`src/inc/buck_fault_pkg.sv`:
```
// Purpose: shared constants and types of the buck fault supervisor
// Assumes: mclk at 100 MHz, comparators deliver digital levels
// Notes: register map sits on an AHB-Lite slave, one word per register
// Notes on behaviour
// - under-voltage armed only after regulation delay
// - feedback low over 1 us: both switches off
// - latch-off leaves only on enable/supply toggle or on thermal cutoff
// - over-voltage armed from soft start to shutdown
// - over-voltage over 1 us: flag low, high-side off
// - after over-voltage, reference ramps down at soft-start slope
// - low-side toggles with hysteresis during ramp-down
// - reference at zero: high-side off, low-side on
// - threshold fixed 2.0 V, then reference plus 200 mV
// - high-side held off while current above valley limit
// - over-current armed from soft start to shutdown
// - over-current over 50 us latches converter off
// - thermal cutoff only while supply and enable valid
// - hot: shut down; cooled: normal power-up
package buck_fault_pkg;
  // clock rate and filter times
  localparam int CLK_MHZ = 100;
  localparam int FILT_NS = 1000;
  localparam int FILT_CYC = (FILT_NS * CLK_MHZ + 999) / 1000;
  localparam int OC_US = 50;
  localparam int OC_CYC = OC_US * CLK_MHZ;
  // defaults for timing not fixed by the converter itself
  localparam int PG_DELAY_CYC_DEF = 1000;
  localparam int SS_STEP_CYC_DEF = 10;
  // reference and threshold values in mV
  localparam int DAC_W = 12;
  localparam logic [11:0] OV_FIXED_MV = 12'h7D0;
  localparam logic [11:0] OV_OFFSET_MV = 12'h0C8;
  localparam logic [11:0] TARGET_RST = 12'h4B0;
  // register byte offsets
  localparam logic [7:0] ADDR_CTRL = 8'h00;
  localparam logic [7:0] ADDR_STATUS = 8'h04;
  localparam logic [7:0] ADDR_IRQ_STAT = 8'h08;
  localparam logic [7:0] ADDR_IRQ_MASK = 8'h0C;
  // status field positions
  localparam int STAT_STATE_LSB = 0;
  localparam int STAT_REG_BIT = 3;
  localparam int STAT_DAC_LSB = 16;
  // interrupt bits
  localparam int IRQ_UV = 0;
  localparam int IRQ_OV = 1;
  localparam int IRQ_OC = 2;
  localparam int IRQ_TH = 3;
  localparam int IRQ_W = 4;
  localparam logic [3:0] IRQ_MASK_RST = 4'h0;
  // supervisor states
  typedef enum logic [2:0] {
    ST_OFF, ST_SOFT, ST_PGDLY, ST_RUN, ST_OVRAMP, ST_OVHOLD, ST_LATCH, ST_THERM
  } supState_t;
endpackage

```
`src/design/duration_filter.sv`:
```
// Purpose: flags a level that has stood longer than a cycle limit
// Assumes: level is already synchronous to mclk
// Notes: count restarts whenever the level drops
`timescale 1ns/10ps
module duration_filter #(
  parameter int CNT_W = 16
) (
  input wire logic mclk,
  input wire logic reset,
  input wire logic clkEn,
  input wire logic level,
  input wire logic [CNT_W-1:0] limit,
  output logic tripped
);
  logic [CNT_W-1:0] cnt_q; // cycles the level has stood

  // saturating run-length counter
  always_ff @(posedge mclk or posedge reset)
  begin
    if (reset)
      cnt_q <= '0;
    else if (clkEn)
    begin
      if (!level)
        cnt_q <= '0;
      else if (cnt_q != limit)
        cnt_q <= cnt_q + 1'b1;
    end
  end

  // trips one cycle past the limit, so strictly longer than it
  always_ff @(posedge mclk or posedge reset)
  begin
    if (reset)
      tripped <= 1'b0;
    else if (clkEn)
      tripped <= level && (cnt_q == limit);
  end
endmodule

```
`src/design/buck_fault_supervisor.sv`:
```
// Purpose: protection sequencer of a single-phase buck regulator
// Assumes: comparator and supply levels arrive asynchronously
// Notes: gate outputs permit or force switches; PWM lives elsewhere
//
// Added by the designer: the register addresses and the AHB-Lite interface to the registers.
`timescale 1ns/10ps
module buck_fault_supervisor
  import buck_fault_pkg::*;
#(
  parameter int PG_DELAY_CYC = PG_DELAY_CYC_DEF,
  parameter int SS_STEP_CYC = SS_STEP_CYC_DEF,
  parameter int OC_PERSIST_CYC = OC_CYC
) (
  input wire logic mclk,
  input wire logic reset,
  input wire logic clkEn,
  input wire logic hsel,
  input wire logic [31:0] haddr,
  input wire logic [1:0] htrans,
  input wire logic hwrite,
  input wire logic [2:0] hsize,
  input wire logic [31:0] hwdata,
  input wire logic hready,
  output logic [31:0] hrdata,
  output logic hreadyout,
  output logic hresp,
  input wire logic enablePin,
  input wire logic supplyValid,
  input wire logic fbUnderLevel,
  input wire logic fbOverThreshold,
  input wire logic fbBelowHyst,
  input wire logic currentOverValley,
  input wire logic dieOverTrip,
  input wire logic dieUnderRecover,
  output logic outputInRegulation,
  output logic hsGateEn,
  output logic lsGateEn,
  output logic lsForceOn,
  output logic [DAC_W-1:0] dacCode,
  output logic [DAC_W-1:0] ovThreshold,
  output logic ovThreshSel,
  output logic irq
);
  localparam int NIN = 8;
  localparam logic [15:0] FILT_LIM = 16'(FILT_CYC);
  localparam logic [15:0] OC_LIM = 16'(OC_PERSIST_CYC);
  localparam logic [15:0] PG_LAST = 16'(PG_DELAY_CYC - 1);
  localparam logic [15:0] SS_LAST = 16'(SS_STEP_CYC - 1);

  logic [NIN-1:0] pinRaw; // raw asynchronous levels
  logic [NIN-1:0] meta_q; // first synchroniser stage
  logic [NIN-1:0] sync_q; // second stage, safe to read
  logic enOk, supOk, powerOk; // enable and supply valid
  logic uvLow, ovHigh, hystLow, overValley, hot, cool;
  supState_t state_q, stateD; // supervisor state
  logic [2:0] filtIn; // armed comparator levels
  logic [2:0] trip; // filtered trips: uv, ov, oc
  logic [15:0] stepCnt_q; // slope prescaler
  logic stepTick; // one reference step due
  logic [15:0] pgCnt_q; // regulation delay timer
  logic pgDone; // delay expired
  logic [DAC_W-1:0] target_q; // programmed output level
  logic [IRQ_W-1:0] irqStat_q, irqMask_q, irqEvt, irqClr;
  logic wrPend_q; // write data phase pending
  logic [7:0] wrAddr_q; // address of that write
  logic addrPhase; // valid address phase on bus
  logic [31:0] rdMux; // read data for the current address

  assign pinRaw = {dieUnderRecover, dieOverTrip, currentOverValley, fbBelowHyst,
                   fbOverThreshold, fbUnderLevel, supplyValid, enablePin};

  // two-stage synchroniser for every pin level
  always_ff @(posedge mclk or posedge reset)
  begin
    if (reset)
    begin
      meta_q <= '0;
      sync_q <= '0;
    end
    else if (clkEn)
    begin
      meta_q <= pinRaw;
      sync_q <= meta_q;
    end
  end

  assign enOk = sync_q[0];
  assign supOk = sync_q[1];
  assign uvLow = sync_q[2];
  assign ovHigh = sync_q[3];
  assign hystLow = sync_q[4];
  assign overValley = sync_q[5];
  assign hot = sync_q[6];
  assign cool = sync_q[7];
  assign powerOk = enOk && supOk;

  // detection windows around soft start and shutdown
  assign filtIn[0] = uvLow && (state_q == ST_RUN);
  assign filtIn[1] = ovHigh && (state_q == ST_SOFT || state_q == ST_PGDLY || state_q == ST_RUN);
  assign filtIn[2] = overValley && (state_q == ST_SOFT || state_q == ST_PGDLY || state_q == ST_RUN);

  // one persistence filter each for uv, ov and oc; over-current waits far longer
  for (genvar i = 0; i < 3; i++)
  begin : g_filt
    duration_filter #(.CNT_W(16)) u_filt (
      .mclk(mclk),
      .reset(reset),
      .clkEn(clkEn),
      .level(filtIn[i]),
      .limit(i == 2 ? OC_LIM : FILT_LIM),
      .tripped(trip[i])
    );
  end

  // slope prescaler shared by ramp-up and ramp-down, so slopes match
  always_ff @(posedge mclk or posedge reset)
  begin
    if (reset)
      stepCnt_q <= '0;
    else if (clkEn)
      stepCnt_q <= stepTick ? '0 : stepCnt_q + 1'b1;
  end
  assign stepTick = (stepCnt_q == SS_LAST);

  // regulation delay after soft start
  always_ff @(posedge mclk or posedge reset)
  begin
    if (reset)
      pgCnt_q <= '0;
    else if (clkEn)
      pgCnt_q <= (state_q == ST_PGDLY && !pgDone) ? pgCnt_q + 1'b1 : '0;
  end
  assign pgDone = (pgCnt_q == PG_LAST);

  // next state: loss of enable or supply beats everything
  always_comb
  begin
    stateD = state_q;
    if (!powerOk)
      stateD = ST_OFF;
    else if (hot && state_q != ST_THERM)
      stateD = ST_THERM;
    else
    begin
      unique case (state_q)
        ST_OFF:
          stateD = ST_SOFT;
        ST_SOFT, ST_PGDLY, ST_RUN:
        begin
          if (trip[1])
            stateD = ST_OVRAMP;
          else if (trip[0] || trip[2])
            stateD = ST_LATCH;
          else if (state_q == ST_SOFT && dacCode >= target_q)
            stateD = ST_PGDLY;
          else if (state_q == ST_PGDLY && pgDone)
            stateD = ST_RUN;
        end
        ST_OVRAMP:
          if (dacCode == '0)
            stateD = ST_OVHOLD;
        ST_OVHOLD, ST_LATCH:
          stateD = state_q;
        ST_THERM:
          if (cool)
            stateD = ST_OFF;
      endcase
    end
  end

  // state register
  always_ff @(posedge mclk or posedge reset)
  begin
    if (reset)
      state_q <= ST_OFF;
    else if (clkEn)
      state_q <= stateD;
  end

  // reference DAC: up in soft start, down after over-voltage
  always_ff @(posedge mclk or posedge reset)
  begin
    if (reset)
      dacCode <= '0;
    else if (clkEn)
    begin
      if (state_q == ST_SOFT)
      begin
        if (stepTick && dacCode < target_q)
          dacCode <= dacCode + 1'b1;
      end
      else if (state_q == ST_OVRAMP)
      begin
        if (stepTick && dacCode != '0)
          dacCode <= dacCode - 1'b1;
      end
      else if (state_q != ST_PGDLY && state_q != ST_RUN)
        dacCode <= '0; // discharged when off, latched or hot
    end
  end

  // over-voltage threshold selection for the comparator
  always_ff @(posedge mclk or posedge reset)
  begin
    if (reset)
    begin
      ovThreshSel <= 1'b0;
      ovThreshold <= OV_FIXED_MV;
    end
    else if (clkEn)
    begin
      if (state_q == ST_OVRAMP || state_q == ST_OVHOLD)
      begin
        ovThreshSel <= 1'b1;
        ovThreshold <= DAC_W'(dacCode + OV_OFFSET_MV);
      end
      else
      begin
        ovThreshSel <= 1'b0;
        ovThreshold <= OV_FIXED_MV;
      end
    end
  end

  // gate permissions and regulation flag
  always_ff @(posedge mclk or posedge reset)
  begin
    if (reset)
    begin
      hsGateEn <= 1'b0;
      lsGateEn <= 1'b0;
      lsForceOn <= 1'b0;
      outputInRegulation <= 1'b0;
    end
    else if (clkEn)
    begin
      outputInRegulation <= (state_q == ST_RUN);
      if (state_q == ST_SOFT || state_q == ST_PGDLY || state_q == ST_RUN)
      begin
        // skip the high-side pulse while current sits above the valley limit
        hsGateEn <= !overValley;
        lsGateEn <= 1'b1;
        lsForceOn <= 1'b0;
      end
      else if (state_q == ST_OVRAMP)
      begin
        hsGateEn <= 1'b0;
        lsGateEn <= 1'b1;
        // hysteresis band keeps the low side from chattering
        if (ovHigh)
          lsForceOn <= 1'b1;
        else if (hystLow)
          lsForceOn <= 1'b0;
      end
      else if (state_q == ST_OVHOLD)
      begin
        hsGateEn <= 1'b0;
        lsGateEn <= 1'b1;
        lsForceOn <= 1'b1;
      end
      else
      begin
        // off, latched or hot: both switches off
        hsGateEn <= 1'b0;
        lsGateEn <= 1'b0;
        lsForceOn <= 1'b0;
      end
    end
  end

  // fault events feeding the interrupt status
  always_comb
  begin
    irqEvt = '0;
    irqEvt[IRQ_UV] = (stateD == ST_LATCH) && (state_q != ST_LATCH) && trip[0];
    irqEvt[IRQ_OC] = (stateD == ST_LATCH) && (state_q != ST_LATCH) && trip[2];
    irqEvt[IRQ_OV] = (stateD == ST_OVRAMP) && (state_q != ST_OVRAMP);
    irqEvt[IRQ_TH] = (stateD == ST_THERM) && (state_q != ST_THERM);
  end

  // bus address phase is taken only when the bus is ready
  assign addrPhase = hsel && htrans[1] && hready;
  assign irqClr = (wrPend_q && wrAddr_q == ADDR_IRQ_STAT) ? hwdata[IRQ_W-1:0] : '0;

  // sticky status, write one to clear; a new event wins over the clear
  always_ff @(posedge mclk or posedge reset)
  begin
    if (reset)
      irqStat_q <= '0;
    else if (clkEn)
      irqStat_q <= (irqStat_q & ~irqClr) | irqEvt;
  end

  // level interrupt from unmasked status
  always_ff @(posedge mclk or posedge reset)
  begin
    if (reset)
      irq <= 1'b0;
    else if (clkEn)
      irq <= |(irqStat_q & irqMask_q);
  end

  // address phase capture for writes
  always_ff @(posedge mclk or posedge reset)
  begin
    if (reset)
    begin
      wrPend_q <= 1'b0;
      wrAddr_q <= '0;
    end
    else if (clkEn)
    begin
      wrPend_q <= addrPhase && hwrite;
      if (addrPhase)
        wrAddr_q <= haddr[7:0];
    end
  end

  // writable registers, updated in the data phase
  always_ff @(posedge mclk or posedge reset)
  begin
    if (reset)
    begin
      target_q <= TARGET_RST;
      irqMask_q <= IRQ_MASK_RST;
    end
    else if (clkEn && wrPend_q)
    begin
      if (wrAddr_q == ADDR_CTRL)
        target_q <= hwdata[DAC_W-1:0];
      else if (wrAddr_q == ADDR_IRQ_MASK)
        irqMask_q <= hwdata[IRQ_W-1:0];
    end
  end

  // read multiplexer; unmapped addresses read zero
  always_comb
  begin
    rdMux = '0;
    unique case (haddr[7:0])
      ADDR_CTRL:
        rdMux[DAC_W-1:0] = target_q;
      ADDR_STATUS:
      begin
        rdMux[STAT_STATE_LSB +: 3] = state_q;
        rdMux[STAT_REG_BIT] = outputInRegulation;
        rdMux[STAT_DAC_LSB +: DAC_W] = dacCode;
      end
      ADDR_IRQ_STAT:
        rdMux[IRQ_W-1:0] = irqStat_q;
      ADDR_IRQ_MASK:
        rdMux[IRQ_W-1:0] = irqMask_q;
      default:
        rdMux = '0;
    endcase
  end

  // zero wait states: read data registered at the address phase
  always_ff @(posedge mclk or posedge reset)
  begin
    if (reset)
    begin
      hrdata <= '0;
      hreadyout <= 1'b1;
      hresp <= 1'b0;
    end
    else if (clkEn)
    begin
      hreadyout <= 1'b1;
      hresp <= 1'b0;
      hrdata <= (addrPhase && !hwrite) ? rdMux : '0;
    end
  end
endmodule

```
`config.mk`:
```
export PLATFORM = sky130hd
export DESIGN_NAME = buck_fault_supervisor
export DESIGN_NICKNAME = d
export VERILOG_FILES = /design/src/inc/buck_fault_pkg.sv /design/src/design/duration_filter.sv /design/src/design/buck_fault_supervisor.sv
export SDC_FILE = /design/constraint.sdc
export NUM_CORES = 1
export LEC_CHECK = 0
export ABC_AREA = 1
export BUFFER_PORTS_ARGS = -buffer_cell sky130_fd_sc_hd__buf_2
export CORE_AREA = 3 3 141 157
export DETAILED_ROUTE_END_ITERATION = 6
export DIE_AREA = 0 0 144 160
export PLACE_DENSITY = 0.75
export SLEW_MARGIN = 20
export SYNTH_ARGS = -nofsm -noshare
export SYNTH_HDL_FRONTEND = slang
export SYNTH_HIERARCHICAL = 1
export SYNTH_SLANG_ARGS = --single-unit
```
`constraint.sdc`:
```
create_clock -name mclk -period 6.2 [get_ports mclk]
set_input_delay 1.24 -clock mclk [delete_from_list [all_inputs] [get_ports mclk]]
set_output_delay 1.24 -clock mclk [all_outputs]
set_load 0.01 [all_outputs]
```
==> out/summary.md, run 1 <==
The flow ran to the end, and the final reports show no timing, DRC or antenna violations. The logs give 1 for the initial antenna violation count and 26240 um for the final wirelength. The clock edge transition at the registers on the reported setup and hold paths came out at 70 ps. The remaining routing DRC violations is 0. The leakage power of the design was 6.442 nW. The tools report the area of the core as 0.02058 mm2. The total negative slack was 0 ps. Setup violations remaining at the end of the flow were counted as 0. Setup repair after global routing left no endpoint under its margin. The area growth from synthesis to layout is 12.46%, and the number of synthesized flops with an enable pin is 0. The share of the Yosys chip area taken by registers is 41.19%. For the worst-skew pair, the clock arrives at the later sink with an insertion delay of 440 ps.

The total overflow left after global routing is 0. The total number of yosys warnings is 6, and the die height is 160 um. STA classifies the critical path endpoint as a flip-flop. The time the final worst path needs with I/O delays and setup was 3219 ps. The maximum level of the CTS H-tree is 4. The path with the worst hold slack has its endpoint at hsGateEn$_DFFE_PP0P_. Once detail routing completed, the nets flagged for antenna violations numbered 0. Headroom to the max-slew limit came out at 46.56%. The critical path goes through buf_4, inv_2, buf_4, nor4_1, nand4_1, xnor2_1. In the final routed layout, each cell accounts on average for 13.26 um. The post-route netlist has 12.78% of its cells at a drive strength greater than 1. The die covers 0.02304 mm2. For this run, the total global-route usage over all layers was measured as 23.65%. The synthesized cell area was 0.01127 mm2. The critical path in this run is classified as in -> reg.

The mean post-synth cell area was 7.225 um2; the detailed placer's ending HPWL was 18740 um. Among all flip-flop cells after synthesis, the most frequent one is dfrtp_1. The worst register-to-register path ends at g_filt[0].u_filt/cnt_q[1]$_DFFE_PP0P_. The number of global-route vias before repair came out at 9550. The number of buffers created by CTS was 17; the post-route fraction of the period consumed by the critical path was 51.92%. For this block, the initial DRC count from the detailed router was 721. On the final layout, the worst clock skew is 11.81 ps. Worst hold path class: reg -> reg.

Hold is met by 469.3 ps. The netlist uses 52 different library cells. The tools report the worst min-delay path startpoint as sync_q[5]$_DFFE_PP0P_. At the worst endpoint, the arrival time is 3540 ps. In the final routing, the length of wire on met1 measures 12150 um.

Counting flops with an async set or reset pin after synthesis yields a share of 100.0%. For the number of buffers inserted for hold repair after clock tree synthesis, the log shows 0. Counting tap cells, the placed design contains a total of 1946 instances. After floorplanning, the core was divided into 55 placement rows. The routed layout has 10096 vias. Across the VDD grid, the largest voltage drop is 0.0002007 V.

The smallest setup slack after layout is 2981 ps, and the number of clock sinks is 185. Summed over all nets, wire length on met2 after detailed routing comes to 12430 um. The number of buffer and inverter stages on the critical path is 3, and the pin count of the biggest net entering global routing is 77. The worst register-to-register path has a depth of 11.

The reg-to-reg startpoint is state_q[2]$_DFFE_PP0P_. The tools report the flop-to-flop setup slack as 3410 ps. In this run the post-CTS setup repair buffer count came out at 0.

In this run, post-CTS repair resized a total of 0 instances. For this configuration, the core starts out at a cell density of 54.78%. The largest incremental delay on the critical path is 560 ps. The hold path depth is 1. The largest individual stage delay along the critical path comes from the cell buf_4.

The run gives 2 as the worst-case clock buffer depth. The number of max-capacitance violations reported is 0, and the I/O pin count is 147. In the detailed route, the total length drawn on met3 is 1316 um. Buffers placed on the I/O ports in this run total 88. TritonCTS built the clock tree.

The run gives 0 as the total count of hold-check failures in the final report. The highest metal layer carrying signal wires in the routed design is met4. The tools report the count of pins over their slew limit as 0.

On the critical path the largest part of the delay comes from buffers and inverters. Most used cell along the critical path: buf_4. The post-detailed-route via-to-cell ratio is 5.102, and the global-route wire length before repair is 45150 um. After synthesis the netlist holds a flip-flop and latch count of 185. The total number of nets in the final design was 1815; the gate count after technology mapping was 1560. The worst setup path is launched from an input port. The maximum fanout encountered on the critical timing path was 62; the layout filler cell count was 1865. The worst path required time is 6530 ps, and the filler-free cell count of the finished design is 1979.

The maximum clock frequency came out at 0.3106 GHz. The worst slack at placement was 2547 ps. The cell sitting at the root of the clock tree is a clkbuf_16. The global placement routability congestion came out at 0.9175. The floorplan step set the die width to 144 um. The worst-margin pin slew is 798.7 ps, and the total power divided by cell area is 237.0 mW/mm2. Before antenna repair, the detailed router went through 5 iterations.
==> layout make-up <==
cell class / count / area [um2] / area share, %
antenna: 1 / 2.502 / 0.01974
clock buffer: 20 / 456.7 / 3.603
clock inverter: 12 / 131.4 / 1.037
inverter: 203 / 767.0 / 6.051
multi-input combinational: 1211 / 5889 / 46.47
sequential: 185 / 4642 / 36.62
tap: 256 / 320.3 / 2.527
timing repair buffer: 91 / 465.4 / 3.672
==> worst reg2reg max path, stage by stage, from the launching register on <==
cell and delay [ps]:
dfrtp_1 490, nor2_1 290, nand2_1 120, nor2_1 570, inv_2 240, a21oi_1 180, nand3_1 130, nor2_2 180
nand2_4 190, nand2_8 180, nand2_1 70, nand2_1 80
==> cell families after synthesis <==
| kind of cell | synth area share, % |
|---|---|
| adder cells (fa/ha/maj) | 2.553 |
| buffers and inverters | 9.625 |
| flip-flops | 41.19 |
| XOR/XNOR | 3.031 |
| AND/OR/NAND/NOR | 33.08 |
| multiplexers | 0.09990 |
| other | 0.06663 |
| AO/OA/AOI/OAI | 10.36 |
==> synthesized netlist by cell type (all sizes together), types with 7 or more instances <==
| master | count | area share (%) |
|---|---|---|
| nand4 | 26 | 1.7 |
| a21oi | 35 | 1.7 |
| dfrtp | 175 | 39 |
| nor4 | 7 | 0.63 |
| dfstp | 10 | 2.3 |
| inv | 203 | 6.8 |
| nand3 | 105 | 4.9 |
| xnor2 | 8 | 0.62 |
| ha | 23 | 2.6 |
| xor2 | 31 | 2.4 |
| nand2 | 460 | 16 |
| nor2 | 210 | 7.6 |
| clkbuf | 13 | 0.43 |
| buf | 37 | 2.4 |
| o22ai | 13 | 0.72 |
| nor3 | 32 | 1.7 |
| o21ai | 137 | 6.1 |
==> stage by stage <==
| step | area (um2) | utilization, % | power [W] |
|---|---|---|---|
| floorplan | 11600 | - | 0.001792 |
| global placement | 12080 | 58.70 | 0.001911 |
| detailed placement | 12080 | 58.70 | 0.001930 |
| CTS | 12670 | 61.56 | 0.003022 |
| global route | 12670 | 61.60 | 0.003170 |
| finish | 12670 | 61.60 | 0.003004 |
==> how the worst max path moves through the flow <==
stage / startpoint / end / slack (ps) / depth (start not counted)
2_1_floorplan: reset / dacCode[0]$_DFFE_PP0P_ / 1390 / 1
3_3_place_gp: clkEn / stepCnt_q[13]$_DFFE_PP0P_ / 2650 / 6
3_5_place_dp: clkEn / stepCnt_q[13]$_DFFE_PP0P_ / 2550 / 6
4_1_cts: clkEn / stepCnt_q[13]$_DFFE_PP0P_ / 3000 / 6
5_1_grt: clkEn / stepCnt_q[13]$_DFFE_PP0P_ / 2790 / 6
6_report: clkEn / stepCnt_q[13]$_DFFE_PP0P_ / 2980 / 6
==> power breakdown <==
group / internal [W] / switching (W) / total (W)
Clock: 0.000589 / 0.000503 / 0.00109
Sequential: 0.00130 / 0.0000797 / 0.00138
Combinational: 0.000174 / 0.000355 / 0.000529
==> per-layer routing <==
metal	global-route usage, %	up-vias
met1	33.20	4633
met3	3.953	32
met4	5.950	0
li1	-	5183
met2	38.23	248
met5	0	-
==> cells in the final DEF (no fill, tap or decap), types with 6 or more instances in the layout <==
| cell type | count |
|---|---|
| nand2_1 | 444 |
| nor2_2 | 15 |
| buf_2 | 87 |
| nand3_1 | 101 |
| xor2_1 | 31 |
| dfstp_2 | 10 |
| o31ai_1 | 6 |
| o22ai_1 | 13 |
| conb_1 | 91 |
| a21oi_1 | 31 |
| dfrtp_1 | 175 |
| inv_1 | 171 |
| o21ai_1 | 39 |
| o21ai_0 | 97 |
| clkbuf_16 | 17 |
| ha_1 | 23 |
| nor3_1 | 26 |
| xnor2_1 | 8 |
| nand4_1 | 24 |
| nand2_2 | 10 |
| nor2_1 | 191 |
| inv_2 | 31 |
==> registers in the layout (all words and copies together), names as in the netlist, 4 cells and up <==
name and flops:
ovThreshold 12, target_q 12, irqStat_q 4, g_filt.u_filt/cnt_q 48, stepCnt_q 16, meta_q 8, irqMask_q 4, dacCode 12
pgCnt_q 16, sync_q 8, hrdata 24, wrAddr_q 8
Power figures use the tool's default switching activity.
==> run 2, diff against run 1 <==
--- a/config.mk
+++ b/config.mk
@@ -5,12 +5,12 @@
 export SDC_FILE = /design/constraint.sdc
 export NUM_CORES = 1
 export LEC_CHECK = 0
-export ABC_AREA = 1
+export ABC_AREA = 0
 export BUFFER_PORTS_ARGS = -buffer_cell sky130_fd_sc_hd__buf_2
-export CORE_AREA = 3 3 141 157
+export CORE_AREA = 3 3 139 154
 export DETAILED_ROUTE_END_ITERATION = 6
-export DIE_AREA = 0 0 144 160
-export PLACE_DENSITY = 0.75
+export DIE_AREA = 0 0 142 157
+export PLACE_DENSITY = 0.77
 export SLEW_MARGIN = 20
 export SYNTH_ARGS = -nofsm -noshare
 export SYNTH_HDL_FRONTEND = slang
==> constraint.sdc (replaced) <==
create_clock -name mclk -period 2.82 [get_ports mclk]
set_input_delay 0.564 -clock mclk [delete_from_list [all_inputs] [get_ports mclk]]
set_output_delay 0.564 -clock mclk [all_outputs]
set_load 0.01 [all_outputs]
==> out/summary.md, run 2 <==
The logs give 320 ps for the flop-to-flop setup slack and 0 for the count of pins over their slew limit. Per report_power, the combinational group accounts for 28.0% of the total. After detailed routing, the average wire length per cell comes to 16.68 um. For the pin with the worst max-slew slack, the measured transition is 716.2 ps. Across every metal layer, demand over resource in global routing totals 22.30%.

In the final layout, the registers with the most flip-flops are g_filt.u_filt/cnt_q: 48 flops, hrdata: 24 flops. Sorting the synthesized cells by how often they occur yields dfrtp_1 (175), nand2_1 (83), inv_1 (77). The initial antenna violation count was 1; the number of global-route vias before repair was 8479.

For the clock share of power, the log shows 31.2%. The tools report the kind of launch point of the worst setup path as a flip-flop. In this run switching power makes up 34.82% of total power. Entering global routing, the biggest net connects 71 pins. The cell family contributing the most delay on the critical path is simple AND/OR/NAND/NOR gates. The H-tree was split into 4 levels.

Power spread over the standard cell area amounts to 645.7 mW/mm2. The repair_antennas step left the layout with diodes totalling 0. After layout, the worst path uses 88.65% of the clock period. Fill cells in the final layout number 1660.

The library cell used most frequently in the layout, excluding fill and tap cells, is dfrtp_1. The tools report the total number of nets in the final design as 1310. The detailed router finished its first iteration with 697 violations.

The worst path required time is 3120 ps. The die extent in x is 142 um, and the number of max-capacitance violations reported is 0. The mean post-synth cell area came out at 9.728 um2. The internal portion of total power is 0.005069 W, and the share of flip-flops with an asynchronous set or reset is 100.0%. The total negative slack is 0 ps.

In this run the critical register-to-register path is captured at dacCode[11]$_DFFE_PP0P_. The top cell types in the final layout, fill and taps aside, are dfrtp_1 (175), buf_2 (87), nand2_1 (83), inv_1 (76). The global route total overflow is 0, and the die height is 157 um. The most used standard cell by instance count after synthesis is dfrtp_1. After routing the design area is 0.01204 mm2. The run gives 41160 um as the global-route wire length before repair.

The logs give 0 for the post-CTS repair timing setup buffer count and 17 for the number of buffers created by CTS. Number of buffer and inverter stages on the critical path: 1. The tools report the cell area reported after detailed placement as 0.01144 mm2.

The core utilization of the finished layout was 60.42%. The logs give 0 for the number of antenna-violating nets in the routed design and 0.01993 mm2 for the area of the core. The worst register-to-register path begins at dacCode[4]$_DFFE_PP0P_. Flip-flop and latch count after synthesis: 185.

Yosys attributes the largest share of cell area to dfrtp_1 (42%), xor2_1 (5.5%), mux2_2 (4.8%), nand2_1 (3.0%), inv_1 (2.8%). The synthesized design devotes to its leading area cell type 41.68% of total area. The area growth from synthesis to layout is 14.62%.

In this run the core area contains 54 standard-cell rows. The clock network latency to the later pin of the worst-skew pair was 430 ps; the worst slack at placement was 353.0 ps. By instance count, the cell type seen most on the critical path is or4b_4.

At the end of routability-driven placement, the weighted congestion stood at 0.8624. The tools report the detailed placer's ending HPWL as 17280 um. The clock passes through at most 2 buffers. The most common flop cell mapped by yosys is dfrtp_1. Counting distinct cell types in the post-synthesis netlist gives 65. TritonCTS built the clock tree.

The register bank with the most flops is g_filt.u_filt/cnt_q. The cell type with the highest aggregate area in the netlist was dfrtp_1. The run gives 0 as the total count of hold-check failures in the final report.

The die covers 0.02229 mm2. For the I/O pin count, the log shows 147. The cell sitting at the root of the clock tree is a clkbuf_16. The final wirelength is 24500 um, and the largest incremental delay on the critical path is 550 ps. Between clock sinks in the finished design, the worst skew comes to 16.26 ps. The smallest setup slack after layout was 320.1 ps; the number of synthesized flops with an enable pin was 0. The critical path goes through inv_1, ha_1, or4b_4, or4b_4, o31a_1, o31ai_2, o21ai_1.

The total number of yosys warnings is 6. The kind of critical path is reg -> reg. The number of buffers inserted for hold repair after clock tree synthesis is 0, and the total of buffers placed on input and output ports is 88.

The fraction of the yosys area taken by sequential cells came out at 44.18%. Critical path data arrival time: 2800 ps. The first-pass iteration count of the detailed router was 5; the share of layout cells above drive strength 1 was 19.15%. Counting I/O delays and the setup requirement, the final critical path takes 2500 ps. Worst hold path class: in -> async.

After clock tree synthesis, the clock-pin slew on the worst setup and hold paths is 80 ps. The number of flip-flops under the largest register name is 48, and the setup-violating endpoint count in the final report is 0. The analysis attributes to cell leakage a power of 5.385 nW. Of all nets on the critical path, the largest fanout is 10.

On the critical path, the stage with the largest delay is an instance of or4b_4. The cell count of the worst reg-to-reg path works out to 7. The routed layout has 8643 vias. STA classifies the critical path endpoint as a flip-flop. The number of clock sinks came out at 185.

Setup repair after global routing left no endpoint under its margin. The gate count after technology mapping was 1080; the remaining routing DRC violations was 0. The worst-case IR drop observed on VDD is 0.0004797 V. The net switching power is 0.002708 W, and the starting density of the core is 52.71%. In this run, post-CTS repair resized a total of 0 instances. Per report_power, the sequential group accounts for 40.9% of the total. The post-detailed-route via-to-cell ratio is 5.884. In this run the tightest slew margin relative to its limit is 52.20%. After synthesis the cells add up to 0.01051 mm2.

The run finished with clean final reports. Static timing analysis puts the maximum clock frequency at 0.4000 GHz.
run 2: cell types whose count changed in the layout (fill, tap and decap cells not counted), sizes merged, moves of 33 or more:
cell	change
nand2	-377
nor2	-144
inv	-125
o21ai	-84
nand3	-70
mux2	+44
xor2	+35
buf	+34
conb	-33
run 2: how the worst max path moves through the flow:
stage	cells after the start	start	slack [ps]	to
CTS	8	target_q[5]$_DFFE_PP1P_	320	irqStat_q[3]$_DFFE_PP0P_
global route	8	target_q[5]$_DFFE_PP1P_	140	dacCode[10]$_DFFE_PP0P_
detailed placement	8	target_q[5]$_DFFE_PP1P_	350	irqStat_q[3]$_DFFE_PP0P_
floorplan	8	dacCode[3]$_DFFE_PP0P_	370	dacCode[11]$_DFFE_PP0P_
global placement	8	target_q[5]$_DFFE_PP1P_	370	irqStat_q[3]$_DFFE_PP0P_
finish	7	dacCode[4]$_DFFE_PP0P_	320	dacCode[11]$_DFFE_PP0P_
run 2: per-stage QoR:
stage                     hold slack [ps]  std cells  total power, W
after floorplan                     442.0       1136        0.004672
after global placement              463.4       1437        0.005300
after detailed placement            466.0       1437        0.005363
after CTS                           221.2       1469        0.007808
after global routing                251.7       1469        0.008210
final                               210.8       1469        0.007777
run 2: final cells by class:
class	count	area, um2	share of cell area, %
multi-input cells	798	5430	45.09
flip-flops and latches	185	4642	38.55
repair buffers	125	758.2	6.296
clock buffers	17	425.4	3.532
well taps	252	315.3	2.618
inverters	77	292.8	2.431
clock inverters	15	178.9	1.486
run 2: logic make-up after synthesis:
| family | count (synthesis) | synth area share, % |
|---|---|---|
| and+or+nand+nor | 340 | 17.04 |
| AOI/OAI and AO/OA | 239 | 16.64 |
| DFF | 185 | 44.18 |
| buffers and inverters | 153 | 6.133 |
| xor gates and xnor gates | 81 | 6.752 |
| muxes | 57 | 6.443 |
| adders and majority gates | 23 | 2.739 |
| other | 2 | 0.07148 |
run 2: per-layer routing:
layer	part of all wire (%)	global-route usage (%)	vias to the layer above	routed length [um]
met5	0.029	0	-	7
met4	1.7	7.176	2	415
met2	50	38.05	251	12150
met1	44	29.48	4222	10790
li1	-	-	4132	-
met3	4.6	3.039	36	1132
run 2: worst register-to-register path: cells and delay by family (launching register included):
| kind | cells | cell delay [ps] |
|---|---|---|
| simple gates | 2 | 1050 |
| flops | 1 | 540 |
| compound gates | 3 | 530 |
| fa+ha+maj | 1 | 150 |
| buf+inv | 1 | 110 |
run 2: power groups by stage:
stage / Clock [W] / Combinational, W / Sequential, W
floorplan: 0 / 0.00147 / 0.00320
global placement: 0 / 0.00209 / 0.00321
detailed placement: 0 / 0.00214 / 0.00322
CTS: 0.00247 / 0.00216 / 0.00317
global route: 0.00258 / 0.00241 / 0.00321
finish: 0.00242 / 0.00218 / 0.00318
